--- config.mk ---
export PLATFORM = sky130hd
export DESIGN_NAME = sssw_supervisor
export DESIGN_NICKNAME = d
export VERILOG_FILES = /design/src/rtl/sssw_pkg.sv /design/src/rtl/sssw_supervisor.sv
export SDC_FILE = /design/constraint.sdc
export NUM_CORES = 1
export LEC_CHECK = 0
export BUFFER_PORTS_ARGS = -buffer_cell sky130_fd_sc_hd__buf_2
export CAP_MARGIN = 10
export CORE_UTILIZATION = 55
export CTS_CLUSTER_SIZE = 16
export DETAILED_ROUTE_END_ITERATION = 10
export PLACE_DENSITY_LB_ADDON = 0.1
export SETUP_SLACK_MARGIN = 0.2
export SLEW_MARGIN = 20
export SYNTH_ARGS = -nofsm -noshare
export SYNTH_HDL_FRONTEND = slang
export SYNTH_SLANG_ARGS = --single-unit
export TNS_END_PERCENT = 10
--- constraint.sdc ---
create_clock -name clk -period 5.9 [get_ports clk]
set_input_delay 0.885 -clock clk [delete_from_list [all_inputs] [get_ports clk]]
set_output_delay 0.885 -clock clk [all_outputs]
set_load 0.02 [all_outputs]
--- src/rtl/sssw_pkg.sv ---
// Constants and carrier types for the supply supervisor and stop-mode watchdog control.
// Assumes a 50 MHz internal oscillator clock.
package sssw_pkg;

  // ==========================================================================
  // Timing
  localparam int CLK_NS = 20;
  localparam int FILT_NS = 2000;
  localparam logic [7:0] FILT_CYC = 8'((FILT_NS + CLK_NS - 1) / CLK_NS);
  localparam int CCT_NS = 1000;
  localparam logic [7:0] CCT_CYC = 8'((CCT_NS + CLK_NS - 1) / CLK_NS);
  localparam int RD_US = 10;
  localparam logic [9:0] RD_CYC = 10'((RD_US * 1000 + CLK_NS - 1) / CLK_NS);
  localparam logic [1:0] UV_LAST = 2'h3;

  // ==========================================================================
  // Comparator channels and status flag positions
  localparam int NCH = 8;
  localparam int F_INTERNAL_SUPPLY_UNDER_FLAG = 0;
  localparam int F_INTERNAL_SUPPLY_OVER_FLAG = 1;
  localparam int F_BATTERY_UNDER_FLAG = 2;
  localparam int F_BATTERY_OVER_FLAG = 3;
  localparam int F_HIGHSIDE_SUPPLY_UNDER_FLAG = 4;
  localparam int F_HIGHSIDE_SUPPLY_OVER_FLAG = 5;
  localparam int F_PREWARN = 6;
  localparam int F_REG_UV = 7;
  localparam int F_FAILSAFE = 8;
  localparam int F_POR = 9;
  localparam int NFLAG = 10;
  localparam logic [NFLAG-1:0] FLAG_RST = 10'h200;
  localparam logic [1:0] HB_HS_ON = 2'h1;
  localparam logic [1:0] HB_LS_ON = 2'h2;

  // ==========================================================================
  // Types
  typedef enum logic [2:0] {M_INIT, M_NORMAL, M_STOP, M_RESTART, M_FAILSAFE} sssw_mode_e;
  typedef enum logic [1:0] {R_HOLD, R_DELAY, R_RUN} sssw_rst_e;
  typedef enum logic [1:0] {P_RUN, P_TURNOFF, P_OFF} sssw_pw_e;

  typedef struct packed {
    logic vcc_rise_ok;
    logic vcc_rise_hi;
    logic can_wake;
    logic lin_wake;
    logic load_peak;
    logic cp_ok;
    logic pump_under;
    logic vcc_uv;
    logic vcc_warn;
    logic highside_supply_over_flag;
    logic highside_supply_under_flag;
    logic battery_over_flag;
    logic battery_under_flag;
    logic internal_supply_over_flag;
    logic internal_supply_under_flag;
  } sssw_pins_s;

  typedef struct packed {
    logic go_normal;
    logic go_stop;
    logic soft_reset;
    logic wd_trigger;
    logic wr_hardware_control_reg;
    logic arm_first;
    logic wr_watchdog_control_reg;
    logic arm_second;
    logic wr_bus_wake;
    logic bus_wake;
  } sssw_cmd_s;

  typedef struct packed {
    logic pump_enable;
    logic bridge_auto_recovery;
    logic reset_release_hysteresis;
    logic regulator_on;
    logic [3:0][1:0] half_bridge_mode;
  } sssw_cfg_s;

endpackage : sssw_pkg

--- src/rtl/sssw_supervisor.sv ---
// Supply supervision, power-on reset release and stop-mode watchdog arming.
// Assumes asynchronous comparator pins, and host strobes on the clk domain.
`timescale 1ns/1ps
`default_nettype none

module sssw_supervisor (
  input wire logic clk,  // 50 MHz oscillator clock
  input wire logic rst_n,  // Power-on reset, low active
  input wire sssw_pkg::sssw_pins_s pins,  // Comparator and wake pins
  input wire sssw_pkg::sssw_cmd_s cmd,  // Host command strobes
  input wire sssw_pkg::sssw_cfg_s cfg,  // Host configuration levels
  input wire logic [sssw_pkg::NFLAG-1:0] flag_clr,  // Status clear strobes
  output logic [sssw_pkg::NFLAG-1:0] status_flags,  // Latched status flags
  output sssw_pkg::sssw_mode_e mode,  // Device mode
  output logic stop_wdog_arm_first,  // First arming bit
  output logic stop_wdog_arm_second,  // Second arming bit
  output logic bus_wake_wdog_restart,  // Bus wake restart option
  output logic wdog_enabled,  // Watchdog running
  output logic wdog_long_window,  // Long open window start pulse
  output logic wake_irq,  // Bus wake interrupt pulse
  output logic can_receive_out,  // CAN receive, low after wake
  output logic lin_receive_out,  // LIN receive, low after wake
  output logic reset_out_n,  // Reset output, low active
  output logic pump_on,  // Charge pump running
  output logic pump_discharge,  // Passive discharge active
  output logic bridge_enable,  // Bridge driver enabled
  output logic [3:0] bridge_turnoff,  // Active turn-off per half-bridge
  output logic lin_enable,  // LIN transceiver enabled
  output logic sc_diag_enable,  // Regulator short diagnosis enabled
  output logic [1:0] uv_count  // Regulator undervoltage count
);

  // ==========================================================================
  // State
  typedef struct packed {
    sssw_pkg::sssw_pins_s s1;
    sssw_pkg::sssw_pins_s s2;
    logic [sssw_pkg::NCH-1:0][7:0] filt_cnt;
    sssw_pkg::sssw_mode_e mode;
    sssw_pkg::sssw_rst_e rst_st;
    sssw_pkg::sssw_pw_e pw_st;
    logic [9:0] rd_cnt;
    logic [7:0] cct_cnt;
    logic [3:1] cause;
    logic [sssw_pkg::NFLAG-1:0] flag;
    logic [1:0] uv_cnt;
    logic uv_prev;
    logic uv_rst;
    logic arm1;
    logic arm2;
    logic bus_opt;
    logic wdog_on;
    logic lw_start;
    logic wake_irq;
    logic can_rx;
    logic lin_rx;
    logic rst_out_n;
    logic pump_on;
    logic discharge;
    logic bridge_en;
    logic [3:0] bridge_off;
    logic lin_en;
    logic sc_diag;
  } sssw_state_s;

  sssw_state_s q;
  sssw_state_s d;
  logic mon;
  logic [sssw_pkg::NCH-1:0] en;
  logic [sssw_pkg::NCH-1:0] flt;
  logic fault;
  logic rel_ok;
  logic uv_evt;
  logic cnt_act;
  logic wake;
  logic pump_ok;
  logic bridge_ok;

  // ==========================================================================
  // Next state
  always_comb begin
    d = q;
    d.s1 = pins;
    d.s2 = q.s1;
    d.lw_start = 1'b0;
    d.wake_irq = 1'b0;
    d.bridge_off = 4'h0;
    mon = q.mode inside {sssw_pkg::M_INIT, sssw_pkg::M_RESTART, sssw_pkg::M_NORMAL};
    en[0] = mon || (q.mode == sssw_pkg::M_STOP && (q.s2.load_peak || q.s2.vcc_warn));
    en[1] = mon;
    en[2] = mon;
    en[3] = mon || cfg.pump_enable;
    en[4] = 1'b1;
    en[5] = 1'b1;
    en[6] = cfg.regulator_on;
    en[7] = cfg.regulator_on;
    for (int i = 0; i < sssw_pkg::NCH; i++) begin
      flt[i] = q.filt_cnt[i] == sssw_pkg::FILT_CYC;
      if (!(q.s2[i] && en[i])) begin
        d.filt_cnt[i] = 8'h0;
      end else if (!flt[i]) begin
        d.filt_cnt[i] = q.filt_cnt[i] + 8'h1;
      end
    end
    fault = flt[1] || flt[2] || flt[3];
    rel_ok = cfg.reset_release_hysteresis ? q.s2.vcc_rise_hi : q.s2.vcc_rise_ok;
    uv_evt = flt[7] && !q.uv_prev;
    d.uv_prev = flt[7];
    cnt_act = q.mode inside {sssw_pkg::M_INIT, sssw_pkg::M_NORMAL, sssw_pkg::M_STOP};
    cnt_act = cnt_act && !(q.mode == sssw_pkg::M_NORMAL && q.s2.battery_under_flag);
    wake = q.s2.can_wake || q.s2.lin_wake;
    pump_ok = !(q.cause[3] && !cfg.bridge_auto_recovery && q.s2.pump_under);
    if (cfg.bridge_auto_recovery) begin
      bridge_ok = q.s2.cp_ok && !q.flag[sssw_pkg::F_BATTERY_UNDER_FLAG];
    end else begin
      bridge_ok = q.flag[3:1] == 3'h0;
    end

    // Clears first; sets below win in the same cycle.
    d.flag = q.flag & ~flag_clr;
    d.sc_diag = !flt[0];
    if (flt[0]) begin
      d.flag[sssw_pkg::F_INTERNAL_SUPPLY_UNDER_FLAG] = 1'b1;
    end
    d.lin_en = !q.s2.highside_supply_under_flag;
    if (flt[4]) begin
      d.flag[sssw_pkg::F_HIGHSIDE_SUPPLY_UNDER_FLAG] = 1'b1;
    end
    if (flt[5]) begin
      d.flag[sssw_pkg::F_HIGHSIDE_SUPPLY_OVER_FLAG] = 1'b1;
    end
    if (flt[6]) begin
      d.flag[sssw_pkg::F_PREWARN] = 1'b1;
    end

    unique case (q.pw_st)
      sssw_pkg::P_RUN: begin
        d.pump_on = cfg.pump_enable;
        d.bridge_en = cfg.pump_enable;
        d.discharge = 1'b0;
        if (fault) begin
          d.pw_st = sssw_pkg::P_TURNOFF;
          d.cause = flt[3:1];
          d.cct_cnt = sssw_pkg::CCT_CYC;
          d.bridge_en = 1'b0;
        end
      end
      sssw_pkg::P_TURNOFF: begin
        d.cause = q.cause | flt[3:1];
        d.cct_cnt = q.cct_cnt - 8'h1;
        for (int i = 0; i < 4; i++) begin
          d.bridge_off[i] = cfg.half_bridge_mode[i] inside {sssw_pkg::HB_HS_ON, sssw_pkg::HB_LS_ON};
        end
        if (q.cct_cnt == 8'h1) begin
          d.pw_st = sssw_pkg::P_OFF;
          d.pump_on = 1'b0;
          d.discharge = 1'b1;
          d.flag[3:1] = d.flag[3:1] | d.cause;
        end
      end
      sssw_pkg::P_OFF: begin
        d.bridge_en = 1'b0;
        if (fault || !cfg.pump_enable) begin
          d.pump_on = 1'b0;
          d.discharge = 1'b1;
          d.cause = q.cause | flt[3:1];
        end else begin
          d.pump_on = pump_ok;
          d.discharge = !pump_ok;
          if (q.pump_on && bridge_ok && !q.flag[sssw_pkg::F_BATTERY_UNDER_FLAG]) begin
            d.pw_st = sssw_pkg::P_RUN;
            d.bridge_en = 1'b1;
            d.cause = 3'h0;
          end
        end
      end
    endcase

    unique case (q.rst_st)
      sssw_pkg::R_HOLD: begin
        if (rel_ok) begin
          d.rst_st = sssw_pkg::R_DELAY;
          d.rd_cnt = sssw_pkg::RD_CYC;
        end
      end
      sssw_pkg::R_DELAY: begin
        d.rd_cnt = q.rd_cnt - 10'h1;
        if (flt[7] || !rel_ok) begin
          d.rst_st = sssw_pkg::R_HOLD;
        end else if (q.rd_cnt == 10'h1) begin
          d.rst_st = sssw_pkg::R_RUN;
          d.rst_out_n = 1'b1;
          d.wdog_on = 1'b1;
          d.lw_start = 1'b1;
          if (q.uv_rst) begin
            d.flag[sssw_pkg::F_REG_UV] = 1'b1;
          end
          d.uv_rst = 1'b0;
          if (q.mode == sssw_pkg::M_RESTART) begin
            d.mode = sssw_pkg::M_NORMAL;
          end
        end
      end
      sssw_pkg::R_RUN: begin
        if (flt[7]) begin
          d.rst_st = sssw_pkg::R_HOLD;
          d.rst_out_n = 1'b0;
          d.uv_rst = 1'b1;
          d.wdog_on = 1'b0;
          d.mode = sssw_pkg::M_RESTART;
        end
      end
      default: begin
        d.rst_st = sssw_pkg::R_HOLD;
      end
    endcase

    if (flag_clr[sssw_pkg::F_REG_UV]) begin
      d.uv_cnt = 2'h0;
    end
    if (uv_evt && cnt_act) begin
      if (q.uv_cnt == sssw_pkg::UV_LAST) begin
        d.mode = sssw_pkg::M_FAILSAFE;
        d.flag[sssw_pkg::F_FAILSAFE] = 1'b1;
        d.uv_cnt = 2'h0;
      end else begin
        d.uv_cnt = q.uv_cnt + 2'h1;
      end
    end

    if (cmd.wr_watchdog_control_reg) begin
      if (q.mode == sssw_pkg::M_NORMAL && cmd.arm_second) begin
        d.arm2 = 1'b1;
        d.arm1 = 1'b0;
      end else begin
        d.arm2 = 1'b0;
      end
    end
    if (cmd.wr_hardware_control_reg) begin
      if (!cmd.arm_first) begin
        d.arm1 = 1'b0;
      end else if (q.mode == sssw_pkg::M_NORMAL && q.arm2) begin
        d.arm1 = 1'b1;
      end else begin
        d.arm2 = 1'b0;
      end
    end
    if (cmd.wr_bus_wake && q.mode == sssw_pkg::M_NORMAL) begin
      d.bus_opt = cmd.bus_wake;
    end
    // A supervisor mode change in the same cycle wins over host stop and normal commands; soft reset wins over it.
    if (cmd.go_stop && q.mode == sssw_pkg::M_NORMAL && d.mode == q.mode) begin
      d.mode = sssw_pkg::M_STOP;
      if (q.arm1 && q.arm2) begin
        d.wdog_on = 1'b0;
      end
    end
    if (q.mode == sssw_pkg::M_STOP) begin
      if (wake) begin
        d.wake_irq = 1'b1;
        d.can_rx = 1'b0;
        d.lin_rx = 1'b0;
      end
      if (!q.wdog_on && (cmd.wd_trigger || (q.bus_opt && wake) || cmd.go_normal)) begin
        d.wdog_on = 1'b1;
        d.lw_start = 1'b1;
        d.arm1 = 1'b0;
        d.arm2 = 1'b0;
      end
    end
    if (cmd.go_normal && q.mode inside {sssw_pkg::M_INIT, sssw_pkg::M_STOP}
        && d.mode == q.mode) begin
      d.mode = sssw_pkg::M_NORMAL;
      d.can_rx = 1'b1;
      d.lin_rx = 1'b1;
    end
    // Soft reset returns to init with defaults.
    if (cmd.soft_reset && q.mode inside {sssw_pkg::M_NORMAL, sssw_pkg::M_STOP}) begin
      d.mode = sssw_pkg::M_INIT;
      d.uv_cnt = 2'h0;
      d.flag = '0;
      d.arm1 = 1'b0;
      d.arm2 = 1'b0;
      d.bus_opt = 1'b1;
      d.can_rx = 1'b1;
      d.lin_rx = 1'b1;
    end
  end

  // ==========================================================================
  // Registers
  // Power-on reset loads every default
  always_ff @(posedge clk or negedge rst_n) begin
    if (!rst_n) begin
      q <= '0;
      q.mode <= sssw_pkg::M_INIT;
      q.rst_st <= sssw_pkg::R_HOLD;
      q.pw_st <= sssw_pkg::P_RUN;
      q.flag <= sssw_pkg::FLAG_RST;
      q.bus_opt <= 1'b1;
      q.can_rx <= 1'b1;
      q.lin_rx <= 1'b1;
      q.lin_en <= 1'b1;
      q.sc_diag <= 1'b1;
    end else begin
      q <= d;
    end
  end

  assign status_flags = q.flag;
  assign mode = q.mode;
  assign stop_wdog_arm_first = q.arm1;
  assign stop_wdog_arm_second = q.arm2;
  assign bus_wake_wdog_restart = q.bus_opt;
  assign wdog_enabled = q.wdog_on;
  assign wdog_long_window = q.lw_start;
  assign wake_irq = q.wake_irq;
  assign can_receive_out = q.can_rx;
  assign lin_receive_out = q.lin_rx;
  assign reset_out_n = q.rst_out_n;
  assign pump_on = q.pump_on;
  assign pump_discharge = q.discharge;
  assign bridge_enable = q.bridge_en;
  assign bridge_turnoff = q.bridge_off;
  assign lin_enable = q.lin_en;
  assign sc_diag_enable = q.sc_diag;
  assign uv_count = q.uv_cnt;

  localparam int CCT_I = 60;
  localparam int RD_I = 500;
  int low_cnt;

  always_ff @(posedge clk or negedge rst_n) begin
    if (!rst_n) begin
      low_cnt <= 0;
    end else if (q.rst_out_n) begin
      low_cnt <= 0;
    end else begin
      low_cnt <= low_cnt + 1;
    end
  end
endmodule : sssw_supervisor

`default_nettype wire

After elaboration in Yosys (flattened, before gate mapping):

Cells that the tools add are included.

* register bits: 154
* input bits: 49
* output and inout port bits: 33

* $add $sub $neg: 11
* equal/unequal tests: 46
* multiplexer cells: 99
* bitwise logic cells: 4
* reductions and logical operators: 74

Operator list (count)
* 8-bit 2-to-1 mux: 16
* 8-bit by 1-bit adder with 8-bit output (second input constant): 8
* 8-bit by 7-bit equality test with 1-bit output (second input constant): 8
* 2-bit 2-to-1 mux: 20
* 3-bit 2-to-1 mux: 13
* 1-bit 2-to-1 mux: 32
* 2-bit inequality test (second input constant): 16
* 1-bit logical AND: 27
* 2-bit nonzero test: 11
* 10-bit case mux with 2 select lines: 1
* 2-bit case mux with 3 select lines: 3
* 8-bit case mux with 2 select lines: 1
* 5-bit 2-to-1 mux: 3
* 3-bit nonzero test: 5
* 2-bit equality test (second input constant): 7
* 2-bit by 1-bit equality test with 1-bit output (second input constant): 6
* 12-bit 2-to-1 mux: 1
* 11-bit 2-to-1 mux: 1
* 10-bit AND: 1
* 10-bit by 1-bit equality test with 1-bit output (second input constant): 1
* 1-bit logical NOT: 10
* 1-bit logical OR: 10
* 10-bit 2-to-1 mux: 1
* 10-bit inverter: 1
* other kinds (18): 31

Longest topological paths before layout:

Gate-level depths: netlist of the first run.

* depth in word-level cells: 14
* depth in mapped cells: 10

Worst setup path before layout of the first run:

No wires, ideal clock.

* kind: input -> register
* from: in cfg[10] (netlist name)
* to: reg q[54] (netlist name)
* arrival time: 2.147 ns
* required time: 5.774 ns
* path slack: 3.626 ns
* stages: 5
* path buffers: 0
* path through: or3_1 -> a211o_1 -> o41ai_2 -> nand3b_1 -> mux2i_1

* word-level cells in the longest chain between the ends: 5

RTL lines
* start, declared: RTL line sssw_supervisor.sv:11 `input wire sssw_pkg::sssw_cfg_s cfg,`
* 1-bit 2-to-1 mux: RTL line sssw_supervisor.sv:113 `if (cfg.bridge_auto_recovery) begin`
* 1-bit logical AND (2 in a row): RTL line sssw_supervisor.sv:170 `if (q.pump_on && bridge_ok && !q.flag[sssw_pkg::F_BATTERY_UNDER_FLAG]) begin`
* 2-bit inequality test (no source line)
* 4-bit AND reduction (no source line)
* end, declared: RTL line sssw_supervisor.sv:66 `sssw_state_s q;`

Every way passes these cells.
A chain may end at the register's enable or synchronous reset.

Worst setup path in the final report of the first run:

* from: reg q[76] (netlist name)
* to: reg q[42] (netlist name)

* word-level cells in the longest chain between the ends: 5

RTL lines
* 8-bit by 7-bit equality test with 1-bit output: RTL line sssw_supervisor.sv:98 `flt[i] = q.filt_cnt[i] == sssw_pkg::FILT_CYC;`
* 1-bit logical OR (2 in a row): RTL line sssw_supervisor.sv:105 `fault = flt[1] || flt[2] || flt[3];`
* 2-bit inequality test (no source line)
* 2-bit AND reduction (no source line)

Every way passes these cells.

==> flow_summary.ini, run 1 <==
[run_status]
status = completed

[worst_hold_path]
min_path_type = reg2reg
hp-start = d[128]
min_path_cells = 0
min_to = q[128]

[power_and_ir_drop]
power_density_mw_per_mm2 = 329
leakage_nw = 3.82
vdd_drop_max_mv = 0.300
power_mw = 2.74

[clock_tree]
clockRootBuffer = clkbuf_16
cts.repair.resized = 0
numCtsBuffers = 17
clkLatencyLatePin_ps = 430
cts_tree = built
ctsHoldBuffers = 0
post_cts_buffers = 0
clock_path_buffers = 2
path_clk_slew_ps = 60
htree_levels = 4
clkSinkCount = 153

[final_layout]
area_delta_synth_final_pct = 14.5
drive_gt1_share_pct = 17.5
final_cell_mix = dfrtp_1, buf_2, nor2_1
final_util_pct = 65.2
n_antenna_cell = 0
layout_commonest_cell = dfrtp_1
nNetsFinal = 847
multiInputGateArea_mm2 = 0.00309
final_area_mm2 = 0.00833
seqCellArea_mm2 = 0.00383
fill_cells = 1029

[detailed_routing]
finalWirelength_um = 14200
vias_per_cell = 5.50
drc = 0
detail_route.first_pass.iterations = 4
drt_iter0_markers = 312
vias = 5253
ant_nets = 0
wl_per_cell_um = 14.9

[synthesis]
syn_nets = 777
synth_simple_gate_area_share_pct = 19.5
ys.flop_type = dfrtp_1
yosysUniqueCellTypes = 66
synth_compound_area_share_pct = 10.7
syn_area_mm2 = 0.00728
async_reset_ff_share_pct = 100
yosysWarnings = 0
synth_seq_cells = 153
yosysSeqAreaShare_pct = 52.7
synth_top_family_by_area = simple AND/OR/NAND/NOR gates
postSynthCellCount = 700
synthXorXnorAreaFrac_pct = 6.14
muxShareOfSynthArea_pct = 1.41
synth-edff-count = 0
syn_avg_cell_area_um2 = 10.4
synthAdderAreaFrac_pct = 4.81

[floorplan]
start_util_pct = 57.0
core_region_area_mm2 = 0.0128
row_count = 41
pin_count = 82
fp.dieW_um = 117
die_area_mm2 = 0.0137
die_h_um = 117

[critical_path]
reg2reg_depth = 7
worstPathArrival_ps = 2760
reg2reg_setup_slack_ps = 3450
r2r_end = q[42]
worstPathRequired_ps = 6210
cp-start-kind = flip-flop
reg2reg_from = q[76]
cp_max_fo = 11
crit_path_end_kind = flip-flop
critPathKind = reg2reg

[grt]
groute.usage.overall_pct = 22.8
grt_pass1_wl_um = 23800
grt_start_max_net_pins = 107
antenna_found_initial = 0
grt_pass1_vias = 5150
overflow = 0

[placement]
dp_hpwl_um = 10100
dpl_cell_area_mm2 = 0.00771
numPortBuffers = 81
place_congestion = 0.843

[timing]
worst_pin_slew_ps = 1060
fmax_ghz = 0.409
timing.final.crit_period_ps = 2450
rsz0062_at_grt = false
relSlewSlack_pct = 28.7
timing.setup.tns_ps = 0
clock_skew_ps = 9.66
setup_viol = 0
slew_violations = 0
min_period_over_period_pct = 41.5
finalHoldViolations = 0

[run]
cap_violations = 0
==> cell type report <==
class                   instances  share of cell area (%)
clock inverters                14                    2.22
repair buffers                 82                    5.03
flip-flops and latches        153                    46.0
multi-input cells             478                    37.1
well taps                     172                    2.58
clock buffers                  18                    5.27
inverters                      38                    1.74
==> worst max-delay path: stages, from the launching register on <==
cell,delay (ps)
dfrtp_1,400
inv_1,100
ha_1,160
nand4bb_1,110
nor3_2,760
nor4b_4,180
o21bai_2,330
a22o_1,280
==> state kept, by name (all words and copies together), names as in the netlist, 2 cells and up <==
name            cells
bridge_turnoff      4
d                  15
mode                3
q                 106
status_flags       10
uv_count            2
==> cells in the mapped netlist (3+ instances only) <==
cell type | number | share of area (%)
dfstp_2 | 5 | 1.8
inv_1 | 35 | 1.8
nor4_1 | 6 | 0.52
a31oi_1 | 7 | 0.60
buf_4 | 23 | 2.4
nor3_1 | 16 | 1.1
or2_2 | 5 | 0.43
nand2_1 | 45 | 2.3
or3_1 | 10 | 0.86
nand2b_1 | 16 | 1.4
a21boi_0 | 3 | 0.31
xnor2_1 | 30 | 3.6
and3_1 | 11 | 0.95
nand3b_1 | 12 | 1.2
o211ai_1 | 3 | 0.31
and2_1 | 6 | 0.52
o21ai_0 | 27 | 1.9
nand4_1 | 7 | 0.60
a22oi_1 | 3 | 0.31
nor2b_1 | 4 | 0.34
nor2_1 | 78 | 4.0
mux2i_1 | 8 | 1.1
or4_1 | 6 | 0.62
nor3b_1 | 4 | 0.41
nand3_1 | 39 | 2.7
a21oi_1 | 34 | 2.3
clkbuf_1 | 5 | 0.26
xor2_1 | 21 | 2.5
dfrtp_1 | 148 | 51
a22o_1 | 4 | 0.48
o21bai_1 | 5 | 0.52
ha_1 | 28 | 4.8
==> layer usage <==
layer | GRT usage [%] | routed length (um) | vias up
li1 | - | - | 2550
met1 | 29.1 | 6450 | 2600
met2 | 37.6 | 7120 | 80
met3 | 5.56 | 451 | 23
met4 | 9.20 | 231 | 0
met5 | 0 | 0 | -
==> worst max path at each step <==
stage                     startpoint     to  slack [ps]  cells past startpoint
after CTS                      q[76]  q[42]        3440                      7
after global placement       cfg[10]  q[54]        3420                      6
after global routing           q[76]  q[42]        3290                      7
after floorplan              cfg[10]  q[54]        3630                      5
final                          q[76]  q[42]        3450                      7
after detailed placement     cfg[10]  q[54]        3360                      6
==> stage by stage <==
stage,worst slack (ps),std cells,hold WS (ps)
floorplan,3630,700,331
global placement,3420,923,333
detailed placement,3360,923,335
CTS,3440,955,349
global route,3290,955,354
finish,3450,955,348
==> power breakdown <==
| group | internal (mW) | switching (mW) | total, mW |
|---|---|---|---|
| logic | 0.151 | 0.257 | 0.408 |
| registers | 1.12 | 0.0710 | 1.19 |
| clock network | 0.688 | 0.450 | 1.14 |
| total | 1.96 | 0.778 | 2.74 |
==> kinds of logic (layout without fill, tap and decap cells) <==
| logic type | after synthesis | after routing |
|---|---|---|
| AO/OA/AOI/OAI | 117 | 117 |
| buffers and inverters | 69 | 152 |
| flip-flops | 153 | 153 |
| XOR/XNOR | 51 | 51 |
| AND/OR/NAND/NOR | 272 | 272 |
| multiplexers | 10 | 10 |
| adder cells (fa/ha/maj) | 28 | 28 |
No activity file was read; power rests on OpenSTA's default activity.
==> run 2, diff against run 1 <==
==> constraint.sdc (replaced) <==
create_clock -name clk -period 2.4 [get_ports clk]
set_input_delay 0.36 -clock clk [delete_from_list [all_inputs] [get_ports clk]]
set_output_delay 0.36 -clock clk [all_outputs]
set_load 0.02 [all_outputs]
==> flow_summary.ini, run 2 (synthesis results as in run 1) <==
[run_status]
status = completed

[timing]
slew_violations = 0
relSlewSlack_pct = 51.0
timing.final.crit_period_ps = 2080
rsz0062_at_grt = true
setup_viol = 0
timing.setup.tns_ps = 0
clock_skew_ps = 8.55
worst_pin_slew_ps = 715
min_period_over_period_pct = 86.5
fmax_ghz = 0.481
finalHoldViolations = 0
setup_ws_ps = 323

[worst_hold_path]
min_path_cells = 1
min_path_type = in2reg

[critical_path]
path_depth = 7
critPathKind = reg2reg
crit_path_end_kind = flip-flop
cpLargestDelayFamily = simple AND/OR/NAND/NOR gates
worstPathRequired_ps = 2700
max_stage_delay_ps = 410
crit_buf_inv = 1
slowest_stage = dfrtp_1
worstPathArrival_ps = 2380
cp_max_fo = 10
cp-start-kind = flip-flop
cp_cell_sequence = inv_1 > ha_1 > nand3b_1 > nor4_4 > nor4b_4 > o21bai_2 > a22o_1
reg2reg_depth = 7

[clock_tree]
numCtsBuffers = 17
clock_path_buffers = 2
htree_levels = 4
clockRootBuffer = clkbuf_16
clkSinkCount = 153
cts_tree = built
clkLatencyLatePin_ps = 420
path_clk_slew_ps = 60

[final_layout]
final_area_mm2 = 0.00842
area_delta_synth_final_pct = 15.7
fill_cells = 1008
final_cell_mix = dfrtp_1, buf_2, nor2_1
registers.top_by_ff_count = q
final_util_pct = 65.9
n_antenna_cell = 0
layout_commonest_cell = dfrtp_1
seqCellArea_mm2 = 0.00383
drive_gt1_share_pct = 18.8
nNetsFinal = 860
largest_reg_flops = 106
multiInputGateArea_mm2 = 0.00311

[grt]
grt_pass1_wl_um = 24700
antenna_found_initial = 0
overflow = 0
grt_pass1_vias = 5330
grt_start_max_net_pins = 57
groute.usage.overall_pct = 23.4

[floorplan]
pin_count = 82
row_count = 41
core_region_area_mm2 = 0.0128
die_area_mm2 = 0.0137
die_h_um = 117
start_util_pct = 57.0
fp.dieW_um = 117

[detailed_routing]
drc = 0
ant_nets = 0
vias_per_cell = 5.49
detail_route.first_pass.iterations = 4
drt_iter0_markers = 445
wl_per_cell_um = 14.9
finalWirelength_um = 14400
vias = 5318

[power_and_ir_drop]
power_density_mw_per_mm2 = 780
vdd_drop_max_mv = 0.720
leakage_nw = 3.87

[placement]
place_congestion = 0.843
pre_cts_slack_ps = 193
dp_hpwl_um = 10400
numPortBuffers = 81
dpl_cell_area_mm2 = 0.00782

[run]
cap_violations = 0
-- run 2: metal layers --
layer,vias to the layer above,routed length [um],track usage [%]
li1,2582,-,-
met1,2616,6350,29.6
met2,100,7260,39.4
met3,20,592,5.72
met4,0,249,8.35
met5,-,0,0
-- run 2: timing repair --
| action | 4_1_cts | 5_1_grt |
|---|---|---|
| setup endpoints to repair | 1 | 9 |
| setup buffers | 0 | 0 |
| gates resized for setup | 1 | 2 |
| hold buffers | 1 | 0 |
| endpoints found under the hold margin | 53 | 0 |
| pin swaps | 0 | 0 |
| gates cloned | 0 | 0 |
-- run 2: layout make-up --
type / count / share of cell area, %
inverter: 38 / 1.72
sequential: 153 / 45.5
timing repair buffer: 95 / 6.46
clock inverter: 9 / 1.07
tap: 172 / 2.55
multi-input combinational: 478 / 36.9
clock buffer: 23 / 5.79
-- run 2: worst register-to-register path, stage by stage, from the launching register on --
cell and delay [ps]:
dfrtp_1 410, inv_1 100, ha_1 150, nand3b_1 140
nor4_4 410, nor4b_4 160, o21bai_2 310, a22o_1 280
-- run 2: path summary, 6_finish.rpt --
path / startpoint / endpoint / slack, ps
setup / recovery: q[84] / q[37] / 320
hold / removal: pins[14] / d[138] / 40
max in group asynchronous: rst_n / can_receive_out / 1240
min in group asynchronous: rst_n / bridge_turnoff[0] / 470
setup reg to reg: q[84] / q[37] / 320
hold reg to reg: d[128] / q[128] / 350
-- run 2: report_power, final --
| part | internal, mW | leakage [nW] | switching [mW] |
|---|---|---|---|
| clock network | 1.54 | 0.280 | 1.02 |
| registers | 2.76 | 1.96 | 0.175 |
| logic | 0.405 | 1.64 | 0.666 |
-- run 2: metrics by stage --
step	hold WS, ps	power [mW]	cells
CTS	29.3	6.63	968
finish	44.5	6.57	968
floorplan	64.4	3.66	700
global placement	332	3.98	935
detailed placement	336	4.05	935
global route	23.6	6.91	968
